**src/logic/adc_seq_pkg.sv**
```systemverilog
package adc_seq_pkg;

  //////////////////////////////////////////////////////////////////////////////
  // Register map: one byte per address
  localparam logic [2:0] OFS_RESULT_LOW = 3'h0;
  localparam logic [2:0] OFS_RESULT_HIGH = 3'h1;
  localparam logic [2:0] OFS_CONV_CONTROL = 3'h2;
  localparam logic [2:0] OFS_CLOCK_POWER_SELECT = 3'h3;
  localparam logic [2:0] OFS_IRQ_CONTROL = 3'h4;
  localparam logic [2:0] OFS_IRQ_STATUS = 3'h5;
  localparam logic [2:0] OFS_IRQ_MASK = 3'h6;

  //////////////////////////////////////////////////////////////////////////////
  // Field positions
  localparam int CC_CHAN_LSB = 0;
  localparam int CC_BUSY_BIT = 3;
  localparam int CC_START_BIT = 4;
  localparam int CC_PIN_LSB = 5;
  localparam int CP_DIV_LSB = 0;
  localparam int CP_PD_BIT = 7;
  localparam int IC_GLOBAL_BIT = 0;
  localparam int IC_MULTI_BIT = 1;
  localparam int IS_CONV_BIT = 0;

  // Reset values
  localparam logic RST_POWER_DOWN = 1'b1;
  localparam logic RST_BUSY = 1'b0;
  localparam logic [2:0] RST_DIV = 3'h0;
  localparam logic [7:0] RST_IRQ_MASK = 8'h00;

  //////////////////////////////////////////////////////////////////////////////
  // Converter geometry and timing
  localparam int NUM_CHANNELS = 8;
  localparam int RESULT_W = 12;
  localparam logic [4:0] CONV_TICKS = 5'h10;
  localparam logic [4:0] SAMPLE_TICKS = 5'h04;
  localparam logic [2:0] PIN_ALL = 3'h7;
  localparam logic [3:0] PIN_BASE_COUNT = 4'h3;

  // Conversion clock ratios, indexed by the divider code
  localparam logic [5:0] DIV_CODE0 = 6'h02;
  localparam logic [5:0] DIV_CODE1 = 6'h08;
  localparam logic [5:0] DIV_CODE2 = 6'h20;
  localparam logic [5:0] DIV_CODE3 = 6'h20;
  localparam logic [5:0] DIV_CODE4 = 6'h01;
  localparam logic [5:0] DIV_CODE5 = 6'h04;
  localparam logic [5:0] DIV_CODE6 = 6'h10;
  localparam logic [5:0] DIV_CODE7 = 6'h20;

  //////////////////////////////////////////////////////////////////////////////
  typedef enum logic [2:0] {
    ST_IDLE = 3'b001,
    ST_HOLD = 3'b010,
    ST_CONV = 3'b100
  } seq_state_e;

  typedef struct packed {
    logic [2:0] addr;
    logic [7:0] wdata;
    logic wr;
    logic rd;
  } reg_req_s;

  typedef struct packed {
    logic [7:0] pullReq;
    logic [7:0] dirInReq;
  } port_req_s;

  typedef struct packed {
    logic [7:0] analogMask;
    logic [7:0] pullEn;
    logic [7:0] dirIn;
  } port_ctl_s;

  typedef struct packed {
    logic powerOn;
    logic convReset;
    logic sample;
    logic [7:0] chanSel;
    logic [11:0] dacCode;
  } core_ctl_s;

  typedef struct packed {
    seq_state_e state;
    logic [2:0] chan;
    logic [2:0] pinCfg;
    logic start;
    logic busy;
    logic powerDown;
    logic [2:0] divSel;
    logic globalEn;
    logic multiEn;
    logic [7:0] irqStat;
    logic [7:0] irqMask;
    logic [11:0] result;
    logic [11:0] sar;
    logic [5:0] divCnt;
    logic [4:0] tickCnt;
    logic sample;
    logic [7:0] rdata;
    logic compMeta;
    logic compSync;
  } seq_regs_s;

endpackage : adc_seq_pkg

```
**src/logic/adc_sequencer_control.sv**
```systemverilog
// Function
// - One converter, eight inputs, 12-bit result
// - Result split: high byte 11..4, low nibble
// - Three-bit field picks one input channel
// - Pin field sets analog pins; 111 all
// - Pin field zero: digital pins, converter off
// - Start raised then lowered begins conversion
// - Start held high: converter reset, busy set
// - Busy flag clears when conversion completes
// - Completion sets interrupt flag, may interrupt
// - Three-bit divider sets conversion clock ratio
// - Converter on: power bit low, pins nonzero
// - Analog pins: pull-ups off, direction overridden
// - Interrupt needs global, group, converter enables
// - Conversion lasts sixteen conversion clock periods
`timescale 1ns/100ps
module adc_sequencer_control
  import adc_seq_pkg::*;
(
  input wire logic clk,
  input wire logic arst_n,
  input wire reg_req_s busReq,
  output logic [7:0] busRdata,
  input wire port_req_s portReq,
  output port_ctl_s portCtl,
  output core_ctl_s coreCtl,
  input wire logic compHigh,
  output logic irq
);

  //////////////////////////////////////////////////////////////////////////////
  // Helpers

  function automatic logic [5:0] div_ratio(input logic [2:0] code);
    logic [5:0] r;
    r = DIV_CODE0;
    case (code)
      3'h0: begin
        r = DIV_CODE0;
      end
      3'h1: begin
        r = DIV_CODE1;
      end
      3'h2: begin
        r = DIV_CODE2;
      end
      // Undefined code: treated as the slowest ratio
      3'h3: begin
        r = DIV_CODE3;
      end
      3'h4: begin
        r = DIV_CODE4;
      end
      3'h5: begin
        r = DIV_CODE5;
      end
      3'h6: begin
        r = DIV_CODE6;
      end
      default: begin
        r = DIV_CODE7;
      end
    endcase
    return r;
  endfunction : div_ratio

  // Codes 1 to 4 enable a growing group starting at pin 0, codes 5 to 7 all pins
  function automatic logic [7:0] pin_mask(input logic [2:0] cfg);
    logic [7:0] m;
    logic [3:0] n;
    m = 8'h00;
    n = 4'h0;
    if (cfg == PIN_ALL) begin
      m = 8'hff;
    end else if (cfg != 3'h0) begin
      n = {1'b0, cfg} + PIN_BASE_COUNT;
      for (int i = 0; i < NUM_CHANNELS; i++) begin
        if (4'(i) < n) begin
          m[i] = 1'b1;
        end
      end
    end
    return m;
  endfunction : pin_mask

  //////////////////////////////////////////////////////////////////////////////
  // State

  seq_regs_s s_r;
  seq_regs_s s_nxt;

  logic convOn;
  logic tick;
  logic wrCtl;
  logic wrCps;
  logic wrIrqCtl;
  logic wrIrqStat;
  logic wrIrqMask;
  logic irqPending;
  logic startRise;
  logic startFall;
  logic [7:0] ctlWord;
  logic [7:0] cpsWord;
  logic [7:0] irqSet;
  logic [7:0] irqClr;
  logic [7:0] analogMask;

  assign convOn = !s_r.powerDown && (s_r.pinCfg != 3'h0);
  assign tick = (s_r.divCnt == div_ratio(s_r.divSel) - 6'h01);
  // Register strobes; the map has one byte per address
  assign wrCtl = busReq.wr && (busReq.addr == OFS_CONV_CONTROL);
  assign wrCps = busReq.wr && (busReq.addr == OFS_CLOCK_POWER_SELECT);
  assign wrIrqCtl = busReq.wr && (busReq.addr == OFS_IRQ_CONTROL);
  assign wrIrqStat = busReq.wr && (busReq.addr == OFS_IRQ_STATUS);
  assign wrIrqMask = busReq.wr && (busReq.addr == OFS_IRQ_MASK);

  assign startRise = wrCtl && !s_r.start && busReq.wdata[CC_START_BIT];
  assign startFall = wrCtl && s_r.start && !busReq.wdata[CC_START_BIT];
  assign analogMask = pin_mask(s_r.pinCfg);
  assign ctlWord = {s_r.pinCfg, s_r.start, s_r.busy, s_r.chan};
  assign cpsWord = {s_r.powerDown, 4'h0, s_r.divSel};

  always_comb begin
    s_nxt = s_r;
    irqSet = 8'h00;
    irqClr = 8'h00;

    // Comparator is asynchronous to clk: two flops before use
    s_nxt.compMeta = compHigh;
    s_nxt.compSync = s_r.compMeta;

    ////////////////////////////////////////////////////////////////////////////
    // Register writes
    if (wrCtl) begin
      s_nxt.chan = busReq.wdata[CC_CHAN_LSB +: 3];
      s_nxt.pinCfg = busReq.wdata[CC_PIN_LSB +: 3];
      s_nxt.start = busReq.wdata[CC_START_BIT];
    end else if (wrCps) begin
      s_nxt.divSel = busReq.wdata[CP_DIV_LSB +: 3];
      s_nxt.powerDown = busReq.wdata[CP_PD_BIT];
    end else if (wrIrqCtl) begin
      s_nxt.globalEn = busReq.wdata[IC_GLOBAL_BIT];
      s_nxt.multiEn = busReq.wdata[IC_MULTI_BIT];
    end else if (wrIrqStat) begin
      irqClr = busReq.wdata;
    end else if (wrIrqMask) begin
      s_nxt.irqMask = busReq.wdata;
    end

    ////////////////////////////////////////////////////////////////////////////
    // Register reads: data stands in the following cycle only
    s_nxt.rdata = 8'h00;
    if (busReq.rd) begin
      if (busReq.addr == OFS_RESULT_LOW) begin
        s_nxt.rdata = {s_r.result[3:0], 4'h0};
      end else if (busReq.addr == OFS_RESULT_HIGH) begin
        s_nxt.rdata = s_r.result[11:4];
      end else if (busReq.addr == OFS_CONV_CONTROL) begin
        s_nxt.rdata = ctlWord;
      end else if (busReq.addr == OFS_CLOCK_POWER_SELECT) begin
        s_nxt.rdata = cpsWord;
      end else if (busReq.addr == OFS_IRQ_CONTROL) begin
        s_nxt.rdata = {6'h00, s_r.multiEn, s_r.globalEn};
      end else if (busReq.addr == OFS_IRQ_STATUS) begin
        s_nxt.rdata = s_r.irqStat;
      end else if (busReq.addr == OFS_IRQ_MASK) begin
        s_nxt.rdata = s_r.irqMask;
      end else begin
        s_nxt.rdata = 8'h00;
      end
    end

    ////////////////////////////////////////////////////////////////////////////
    // Conversion clock divider, free running outside a conversion
    if (tick) begin
      s_nxt.divCnt = 6'h00;
    end else begin
      s_nxt.divCnt = s_r.divCnt + 6'h01;
    end

    ////////////////////////////////////////////////////////////////////////////
    // Sequencer
    case (s_r.state)
      ST_IDLE: begin
        if (startRise) begin
          s_nxt.state = ST_HOLD;
          s_nxt.busy = 1'b1;
        end
      end
      ST_HOLD: begin
        s_nxt.busy = 1'b1;
        s_nxt.sample = 1'b0;
        if (startFall) begin
          if (convOn) begin
            // Restart the divider so sixteen periods count from the pulse
            s_nxt.state = ST_CONV;
            s_nxt.divCnt = 6'h00;
            s_nxt.tickCnt = 5'h00;
            s_nxt.sar = 12'h000;
            s_nxt.sample = 1'b1;
          end else begin
            // Converter off: no completion is ever reported
            s_nxt.state = ST_IDLE;
          end
        end
      end
      ST_CONV: begin
        s_nxt.busy = 1'b1;
        if (startRise) begin
          // A new start pulse aborts the running conversion
          s_nxt.state = ST_HOLD;
          s_nxt.sample = 1'b0;
        end else if (!convOn) begin
          s_nxt.state = ST_IDLE;
          s_nxt.sample = 1'b0;
        end else if (tick) begin
          s_nxt.tickCnt = s_r.tickCnt + 5'h01;
          if (s_r.tickCnt + 5'h01 == SAMPLE_TICKS) begin
            s_nxt.sample = 1'b0;
            s_nxt.sar = 12'h800;
          end else begin
            // Decide the bit on trial, then try the next one down
            case (s_r.tickCnt)
              SAMPLE_TICKS + 5'h00: begin
                s_nxt.sar[11] = s_r.compSync;
                s_nxt.sar[10] = 1'b1;
              end
              SAMPLE_TICKS + 5'h01: begin
                s_nxt.sar[10] = s_r.compSync;
                s_nxt.sar[9] = 1'b1;
              end
              SAMPLE_TICKS + 5'h02: begin
                s_nxt.sar[9] = s_r.compSync;
                s_nxt.sar[8] = 1'b1;
              end
              SAMPLE_TICKS + 5'h03: begin
                s_nxt.sar[8] = s_r.compSync;
                s_nxt.sar[7] = 1'b1;
              end
              SAMPLE_TICKS + 5'h04: begin
                s_nxt.sar[7] = s_r.compSync;
                s_nxt.sar[6] = 1'b1;
              end
              SAMPLE_TICKS + 5'h05: begin
                s_nxt.sar[6] = s_r.compSync;
                s_nxt.sar[5] = 1'b1;
              end
              SAMPLE_TICKS + 5'h06: begin
                s_nxt.sar[5] = s_r.compSync;
                s_nxt.sar[4] = 1'b1;
              end
              SAMPLE_TICKS + 5'h07: begin
                s_nxt.sar[4] = s_r.compSync;
                s_nxt.sar[3] = 1'b1;
              end
              SAMPLE_TICKS + 5'h08: begin
                s_nxt.sar[3] = s_r.compSync;
                s_nxt.sar[2] = 1'b1;
              end
              SAMPLE_TICKS + 5'h09: begin
                s_nxt.sar[2] = s_r.compSync;
                s_nxt.sar[1] = 1'b1;
              end
              SAMPLE_TICKS + 5'h0a: begin
                s_nxt.sar[1] = s_r.compSync;
                s_nxt.sar[0] = 1'b1;
              end
              // Least significant bit has no lower trial
              SAMPLE_TICKS + 5'h0b: begin
                s_nxt.sar[0] = s_r.compSync;
              end
              default: begin
                s_nxt.sar = s_r.sar;
              end
            endcase
          end
          if (s_r.tickCnt + 5'h01 == CONV_TICKS) begin
            s_nxt.state = ST_IDLE;
            s_nxt.busy = 1'b0;
            s_nxt.result = s_nxt.sar;
            irqSet[IS_CONV_BIT] = 1'b1;
          end
        end
      end
      default: begin
        s_nxt.state = ST_IDLE;
      end
    endcase

    // Setting wins over a clear in the same cycle
    s_nxt.irqStat = (s_r.irqStat & ~irqClr) | irqSet;
  end

  always_ff @(posedge clk or negedge arst_n) begin
    if (!arst_n) begin
      s_r.state <= ST_IDLE;
      s_r.chan <= 3'h0;
      s_r.pinCfg <= 3'h0;
      s_r.start <= 1'b0;
      s_r.busy <= RST_BUSY;
      s_r.powerDown <= RST_POWER_DOWN;
      s_r.divSel <= RST_DIV;
      s_r.globalEn <= 1'b0;
      s_r.multiEn <= 1'b0;
      s_r.irqStat <= 8'h00;
      s_r.irqMask <= RST_IRQ_MASK;
      s_r.result <= 12'h000;
      s_r.sar <= 12'h000;
      s_r.divCnt <= 6'h00;
      s_r.tickCnt <= 5'h00;
      s_r.sample <= 1'b0;
      s_r.rdata <= 8'h00;
      s_r.compMeta <= 1'b0;
      s_r.compSync <= 1'b0;
    end else begin
      s_r <= s_nxt;
    end
  end

  //////////////////////////////////////////////////////////////////////////////
  // Outputs

  assign busRdata = s_r.rdata;

  // Mask register holds the converter enable bit
  assign irqPending = ((s_r.irqStat & s_r.irqMask) != 8'h00);
  assign irq = s_r.globalEn && s_r.multiEn && irqPending;

  always_comb begin
    coreCtl.powerOn = convOn;
    coreCtl.convReset = (s_r.state == ST_HOLD);
    coreCtl.sample = s_r.sample;
    coreCtl.chanSel = 8'h00;
    case (s_r.chan)
      3'h0: begin
        coreCtl.chanSel[0] = convOn;
      end
      3'h1: begin
        coreCtl.chanSel[1] = convOn;
      end
      3'h2: begin
        coreCtl.chanSel[2] = convOn;
      end
      3'h3: begin
        coreCtl.chanSel[3] = convOn;
      end
      3'h4: begin
        coreCtl.chanSel[4] = convOn;
      end
      3'h5: begin
        coreCtl.chanSel[5] = convOn;
      end
      3'h6: begin
        coreCtl.chanSel[6] = convOn;
      end
      default: begin
        coreCtl.chanSel[7] = convOn;
      end
    endcase
    coreCtl.dacCode = s_r.sar;
    portCtl.analogMask = analogMask;
    // Analog pins lose pull-ups and are forced to input
    portCtl.pullEn = portReq.pullReq & ~analogMask;
    portCtl.dirIn = portReq.dirInReq | analogMask;
  end

endmodule : adc_sequencer_control

```
**config.mk**
```make
export PLATFORM = sky130hd
export DESIGN_NAME = adc_sequencer_control
export DESIGN_NICKNAME = d
export VERILOG_FILES = /design/src/logic/adc_seq_pkg.sv /design/src/logic/adc_sequencer_control.sv
export SDC_FILE = /design/constraint.sdc
export NUM_CORES = 1
export LEC_CHECK = 0
export ABC_AREA = 1
export BUFFER_PORTS_ARGS = -buffer_cell sky130_fd_sc_hd__buf_2
export CORE_MARGIN = 1
export CORE_UTILIZATION = 45
export CTS_BUF_LIST = sky130_fd_sc_hd__clkbuf_4
export DETAILED_ROUTE_END_ITERATION = 6
export PLACE_DENSITY_LB_ADDON = 0.3
export SLEW_MARGIN = 40
export SYNTH_ARGS = -nofsm -noshare
export SYNTH_HDL_FRONTEND = slang
export SYNTH_SLANG_ARGS = --single-unit
```
**constraint.sdc**
```tcl
create_clock -name clk -period 4.8 [get_ports clk]
set_input_delay 0.24 -clock clk [delete_from_list [all_inputs] [get_ports clk]]
set_output_delay 0.24 -clock clk [all_outputs]
set_load 0.02 [all_outputs]
```
==> qor.yml, run 1 <==
reg2reg_slack_ns: 2.46
dp_hpwl_um: 8120
most-common-layout-cells: "169 x nand2_1, 104 x inv_1, 86 x buf_2"
worstPathArrival_ns: 2.43
clk_latency_ns: 0.44
dieArea_um2: 10800
ys_ff_latch: 79
gp_congestion: 0.886
regArea_um2: 1980
end_kind: "output pin"
crit_type: "flop to output pin"
fmax_mhz: 374
postCtsResizedCells: 0
wl_met2_um: 4940
wl_um: 10700
setup_viol: 0
cts_buffer_depth: 2
r2r_cells: 12
globalRouteTotalUtil: 0.212
cts_tree: "yes"
grt_pass1_wl_um: 18400
avgViaCountPerCell: 4.98
cp_max_fo: 5
synth_top_cell_by_area: "dfrtp_1"
worstHoldPathCells: 2
async_flop_share: 1.00
ctsHoldBuffers: 7
start_util: 0.471
ys_seq_area_frac: 0.424
core_area_um2: 9910
fin_ws_ns: 2.13
cp_data_required_time_ns: 4.56
status: "finished clean"
wl_per_cell_um: 12.9
clkSinkCount: 79
leakage_nw: 2.87
holdCritPathClass: "input pin to flop"
ys_warn_count: 0
gr-total-overflow: 0
die_w_um: 104
r2r-end: "s_r[41]"
num-fill-cells: 962
vias: 4141
cts_setup_buffers: 0
ys.flop_type: "dfrtp_1"
tns_ns: 0
cp-start-kind: "flop"
final_net_count: 737
wl_met3_um: 636
r2r_start: "s_r[12]"
final_common_cell: "nand2_1"
synthCells: 620
place_ws_ns: 2.48
grt_pass1_vias: 4012
period_needed_ns: 2.67
irDropWorstVdd_mv: 0.220
io_pins: 88
cts_htree_levels: 3
drtIter0Drc: 220
finalHoldViolations: 0
wl_met1_um: 4990
yosys-top-cells-area: "dfrtp_1 41%, nand2_1 14%, inv_1 8.4%"
yosysUniqueCellTypes: 41
synth_top_cell_area_share: 0.413
drc: 0
relSlewSlack: 0.497
cap_violations: 0
antenna_found_initial: 0
power_density_nw_per_um2: 371
maxSlewViolCount: 0
hold_end: "s_r[60]"
synth.cell_area_um2: 4660
area_delta_synth_final_pct: 12.2
clock_skew_ns: 0.0218
drt.antenna.violating_nets: 0
grt_start_max_net_pins: 80
dr.pass1.iters: 5
rows: 36
layout-drive-gt1-share: 0.203
path_clk_slew_ns: 0.13
syn_nets: 663
die_h_um: 104
antenna-diode-count: 0
topRoutingLayerUsed: "met4"
rsz0062_at_grt: "false"
fin_util: 0.528
portBuffers: 87
syn_area_per_cell_um2: 7.52
cts-root-buf: "clkbuf_4"
multi_input_comb_area_um2: 2060
min_from: "busReq[8]"
worst_pin_slew_ns: 0.749
cts_buffers: 9
synth-edff-count: 0
fin_crit_sh: 0.557
-- routing by layer --
metal,track usage,vias up
met5,0,-
met3,0.0472,17
met1,0.267,1888
li1,-,2087
met2,0.352,149
met4,0.0847,0
-- per-stage QoR --
step,hold slack [ns],power [W],cell area [um^2],instances
final,0.0319,0.00194,5230,832
after detailed placement,0.323,0.00159,5040,809
after floorplan,-0.0556,0.00138,4660,620
after global routing,0.0121,0.00209,5230,832
after CTS,0.0104,0.00195,5230,832
after global placement,0.338,0.00157,5040,809
-- power breakdown --
| part | switching [W] | internal [W] | leakage, nW |
|---|---|---|---|
| combinational | 0.000488 | 0.000252 | 1.78 |
| sequential | 0.0000853 | 0.000764 | 1.03 |
| clock | 0.000237 | 0.000119 | 0.0684 |
-- synth_stat cells (2+ instances only) --
cell type	instances
o21a_1	2
a221oi_1	5
o21ai_1	3
inv_2	3
or2_2	10
clkbuf_1	2
o22ai_1	2
inv_1	104
o21bai_1	2
o21ai_0	49
o21ai_2	9
nand4_1	9
ha_1	11
nor2_1	47
nand3_2	3
dfrtp_1	77
a21oi_1	23
buf_6	3
nand2_4	2
nand2_1	169
a21boi_0	4
nand3_1	16
nor2_2	4
a31oi_1	4
nor3_1	12
mux2_2	2
dfstp_2	2
buf_2	3
buf_4	22
o211ai_1	5
-- worst max-delay path: stages (launching register included) --
cell and delay, ns:
dfrtp_1 0.45, inv_1 0.12, ha_1 0.17, inv_1 0.04, nor2_1 0.16, inv_1 0.12
nand2_1 0.08, o21ai_0 0.16, a21oi_1 0.19, inv_1 0.08, or2_2 0.26, buf_2 0.16
-- worst max path at each step --
stage | startpoint | endpoint | slack [ns] | cells after the start
floorplan | ctlWord[5] | portCtl[0] | 2.57 | 10
global placement | s_r[11] | s_r[44] | 2.58 | 12
detailed placement | s_r[11] | s_r[41] | 2.48 | 12
CTS | ctlWord[5] | portCtl[0] | 2.09 | 11
global route | ctlWord[5] | portCtl[0] | 1.85 | 11
finish | ctlWord[5] | portCtl[0] | 2.13 | 11
-- cells by family after synthesis --
kind of cell	after synthesis	share of synthesized area
buf+inv	138	0.135
xor+xnor	1	0.00188
fa+ha+maj	11	0.0295
simple gates	278	0.263
flops	79	0.424
compound gates	110	0.139
mux	3	0.00724
-- flip-flops by register name, summed over array words and instances (netlist names) --
signal and cells:
busRdata 8, ctlWord 8, cpsWord 4, s_r 45, coreCtl 13, s_nxt 1
-- cell type report --
| cell class | count | area share |
|---|---|---|
| clock buffers | 11 | 0.0158 |
| inverters | 107 | 0.0768 |
| clock inverters | 5 | 0.00670 |
| repair buffers | 94 | 0.0978 |
| multi-input cells | 403 | 0.393 |
| flip-flops and latches | 79 | 0.378 |
| well taps | 133 | 0.0318 |
Power figures use the tool's default switching activity.
==> inputs of run 2 (changes only) <==
Clock period 4.8 ns to 2.75 ns, I/O delays scaled along.
==> run 2 against run 1 <==
  * Sequential power up 76%
  * Utilization up 0.86 points
  * Final cell count is 0.72% higher
  * Sequential cell count is the same
  * Largest cell class unchanged
  * Total power increased by 82%
==> qor.yml, run 2 (synthesis results as in run 1) <==
worstPathArrival_ns: 2.37
hold_end: "busRdata[4]"
final_net_count: 743
io_pins: 88
grt_pass1_vias: 4067
clk_latency_ns: 0.45
die_h_um: 104
path_common_cell: "inv_1"
die_w_um: 104
gr-total-overflow: 0
worstHoldPathCells: 4
p_total_w: 0.00354
rows: 36
irDropWorstVdd_mv: 0.288
cp-start-kind: "flop"
r2r-end: "s_r[44]"
slowest_delay_ns: 0.47
holdCritPathClass: "input pin to flop"
reg2reg_slack_ns: 0.35
leakage_nw: 2.91
core_area_um2: 9910
portBuffers: 87
r2r_cells: 12
multi_input_comb_area_um2: 2060
maxSlewViolCount: 0
dieArea_um2: 10800
relSlewSlack: 0.519
grt_pass1_wl_um: 19200
cp_data_required_time_ns: 2.61
r2r_start: "s_r[12]"
cts_htree_levels: 3
drc: 0
cp_cell_sequence: "inv_1, ha_1, inv_1, nor2_2, inv_1, nand2_1, o21ai_1, a21oi_1, inv_1, or2_2, buf_2"
drtIter0Drc: 299
end_kind: "output pin"
fmax_mhz: 398
finalHoldViolations: 0
gp_congestion: 0.941
top_register: "s_r"
cts_tree: "yes"
most-common-layout-cells: "169 x nand2_1, 104 x inv_1, 86 x buf_2"
avgViaCountPerCell: 5.08
dp_hpwl_um: 8260
antenna_found_initial: 0
drt.antenna.violating_nets: 0
worst_pin_slew_ns: 0.716
status: "finished clean"
grt_start_max_net_pins: 80
crit_type: "flop to output pin"
regArea_um2: 1980
power_density_nw_per_um2: 666
clkSinkCount: 79
cts-root-buf: "clkbuf_4"
wl_um: 11100
cts_buffers: 9
dr.pass1.iters: 5
path_clk_slew_ns: 0.14
cts_buffer_depth: 2
period_needed_ns: 2.51
final_common_cell: "nand2_1"
min_from: "busReq[10]"
clock_skew_ns: 0.0188
wl_per_cell_um: 13.3
setup_viol: 0
whs_ns: 0.0621
fin_crit_sh: 0.913
tns_ns: 0
vias: 4254
num-fill-cells: 940
layout-drive-gt1-share: 0.207
largest_reg_flops: 45
globalRouteTotalUtil: 0.219
area_delta_synth_final_pct: 14.0
cap_violations: 0
start_util: 0.471
critical-path-slowest-cell: "dfrtp_2"
rsz0062_at_grt: "false"
cp_max_fo: 5
antenna-diode-count: 0
[run 2: changes by cell type in the layout (fill, tap and decap cells not counted), moves of 2 or more]
cell and delta:
inv_6 +4, clkbuf_4 -2, dlygate4sd3_1 +4, clkinv_4 -3, buf_4 +2
[run 2: critical path: cells and delay by family, from the launching register on]
family	cells	cell delay, ns
compound gates	2	0.30
fa+ha+maj	1	0.18
buf+inv	5	0.53
flops	1	0.47
simple gates	3	0.46
[run 2: stage by stage]
stage	area [um^2]	setup slack, ns	instances	util
global route	5320	0.0247	838	0.537
detailed placement	5050	0.403	810	0.510
finish	5320	0.240	838	0.537
CTS	5310	0.0393	837	0.535
global placement	5050	0.521	810	0.509
floorplan	4660	0.626	620	-
[run 2: repair_timing]
| item | in CTS | in global routing |
|---|---|---|
| hold buffers | 11 | 0 |
| setup endpoints to repair | 0 | 2 |
| hold endpoints to repair | 108 | 0 |
| gates resized for setup | 0 | 3 |
| setup buffers | 0 | 1 |
[run 2: cell type report]
type / count / share of cell area
inverters: 107 / 0.0755
clock inverters: 7 / 0.0144
well taps: 133 / 0.0313
flip-flops and latches: 79 / 0.372
multi-input cells: 403 / 0.387
repair buffers: 100 / 0.107
clock buffers: 9 / 0.0127
[run 2: report_power, final]
group          leakage (nW)  switching (W)  internal (W)
Combinational          1.80       0.000858      0.000454
Sequential             1.03       0.000152       0.00133
Clock                0.0754       0.000459      0.000287
Total                  2.91        0.00147       0.00207
[run 2: layer usage]
| layer | global-route usage | wire [um] | vias up |
|---|---|---|---|
| li1 | - | - | 2102 |
| met3 | 0.0415 | 667 | 15 |
| met2 | 0.368 | 5260 | 167 |
| met5 | 0 | 0 | - |
| met1 | 0.284 | 5000 | 1970 |
| met4 | 0.0745 | 178 | 0 |
[run 2: worst max-delay path by stage]
stage	start	endpoint	depth (start not counted)
5_1_grt	ctlWord[6]	portCtl[0]	11
3_3_place_gp	s_r[11]	s_r[45]	12
2_1_floorplan	ctlWord[5]	portCtl[0]	10
4_1_cts	ctlWord[5]	portCtl[0]	11
6_report	ctlWord[5]	portCtl[0]	11
3_5_place_dp	s_r[11]	s_r[44]	12
==> inputs of run 3 (changes only) <==
Settings changed: SETUP_SLACK_MARGIN set to 0.3.
==> run 3 against run 2 <==
  * Clock skew decreased by 0.0016 ns
  * Hold slack got worse by 0.011 ns
  * Worst setup slack improved by 0.16 ns
  * Critical path depth decreased by 3
  * Maximum frequency increased by 6.8%
  * Final cell count increased by 0.12%
  * Critical path type unchanged
  * Critical endpoint is now portCtl[4]
==> qor.yml, run 3 (synthesis results as in run 1) <==
final_net_count: 744
fin_crit_sh: 0.855
tns_ns: 0
grtUsageMet3: 0.0415
globalRouteTotalUtil: 0.220
irDropWorstVdd_mv: 0.289
core_area_um2: 9910
cts-root-buf: "clkbuf_4"
crit_type: "flop to output pin"
start_util: 0.471
rsz0062_at_grt: "false"
worstPathArrival_ns: 2.21
cts_htree_levels: 3
cts_tree: "yes"
dpl_cell_area_um2: 5050
io_pins: 88
power_density_nw_per_um2: 669
cts_buffers: 9
area_delta_synth_final_pct: 15.3
largest_reg_flops: 45
grt_pass1_wl_um: 19300
gp_congestion: 0.941
cp_data_required_time_ns: 2.61
worstHoldPathCells: 3
use_met2: 0.372
p_total_w: 0.00360
top_register: "s_r"
drt.antenna.violating_nets: 0
fin_area_um2: 5380
finalHoldViolations: 0
internal_power_w: 0.00210
setup_viol: 0
worst_pin_slew_ns: 0.717
vias: 4312
whs_ns: 0.0508
leakage_nw: 2.93
grt_start_max_net_pins: 80
gr-total-overflow: 0
rows: 36
cp_max_fo: 6
cp-start-kind: "flop"
maxSlewViolCount: 0
wl_um: 11200
dr.pass1.iters: 5
num-fill-cells: 938
layout-drive-gt1-share: 0.222
most-common-layout-cells: "169 x nand2_1, 101 x inv_1, 86 x buf_2"
status: "finished clean"
seq_power_share: 0.413
dp_hpwl_um: 8260
grt.busiest_layer: "met2"
die_w_um: 104
clkSinkCount: 79
cts_buffer_depth: 2
r2r-end: "s_r[41]"
p_comb_frac: 0.380
clkPwrFrac: 0.207
clock_skew_ns: 0.0171
netSwitchingPower_w: 0.00150
dieArea_um2: 10800
min_from: "busReq[1]"
r2r_cells: 12
final_common_cell: "nand2_1"
numPlacedInstances: 810
wl_per_cell_um: 13.3
holdCritPathClass: "input pin to flop"
r2r_start: "s_r[12]"
antenna_found_initial: 0
switching_share: 0.417
period_needed_ns: 2.35
reg2reg_slack_ns: 0.49
antenna-diode-count: 0
use_met1: 0.283
portBuffers: 87
cap_violations: 0
hold_end: "s_r[52]"
drc: 0
path_clk_slew_ns: 0.14
multi_input_comb_area_um2: 2110
instances_no_fill: 839
die_h_um: 104
relSlewSlack: 0.518
avgViaCountPerCell: 5.14
end_kind: "output pin"
drtIter0Drc: 260
grt_pass1_vias: 4101
clk_latency_ns: 0.45
regArea_um2: 1980
fmax_mhz: 426
[run 3: cell count changes in the layout (fill, tap and decap cells not counted), moves of 3 or more]
cell     delta
inv_1       -3
a21oi_2     +3
inv_2       +3
a21oi_1     -3
[run 3: what timing repair did]
| item | CTS | global route |
|---|---|---|
| endpoints found under the hold margin | 108 | 0 |
| gates cloned | 0 | 0 |
| hold buffers | 11 | 0 |
| setup endpoints to repair | 4 | 19 |
| setup buffers | 2 | 0 |
| pin swaps | 0 | 0 |
| gates resized for setup | 5 | 13 |
[run 3: worst max-delay path by stage]
stage                     cells past startpoint       start          to
after CTS                                    11  ctlWord[5]  portCtl[0]
after global routing                          8  ctlWord[5]  portCtl[5]
after detailed placement                     12     s_r[11]     s_r[44]
after floorplan                              10  ctlWord[5]  portCtl[0]
after global placement                       12     s_r[11]     s_r[45]
final                                         8  ctlWord[5]  portCtl[4]
[run 3: metal layers]
layer  up-vias  share of wire
met3        23          0.059
met2       183           0.48
met1      2006           0.45
li1       2100              -
met5         -              0
met4         0          0.018
[run 3: critical path, stage by stage, from the launching register on]
cell     delay (ns)
dfrtp_1        0.42
buf_4          0.16
ha_1           0.22
nor3_4         0.17
nor2_2         0.10
a31oi_1        0.17
inv_1          0.09
or2_2          0.27
buf_2          0.16
[run 3: power groups by stage]
stage	clock network, W	logic (W)	registers, W
floorplan	0	0.000948	0.00147
global placement	0	0.00126	0.00149
detailed placement	0	0.00129	0.00151
CTS	0.000757	0.00133	0.00148
global route	0.000819	0.00154	0.00151
finish	0.000746	0.00137	0.00149
[run 3: final cells by class]
class,count,area share
inverters,107,0.0747
flip-flops and latches,79,0.368
multi-input cells,403,0.392
well taps,133,0.0310
repair buffers,101,0.107
clock inverters,7,0.0142
clock buffers,9,0.0126
[run 3: metrics by stage]
stage          worst slack [ns]  utilization
5_1_grt                   0.257        0.543
2_1_floorplan             0.626            -
4_1_cts                   0.286        0.538
3_3_place_gp              0.521        0.509
6_report                  0.400        0.543
3_5_place_dp              0.403        0.510
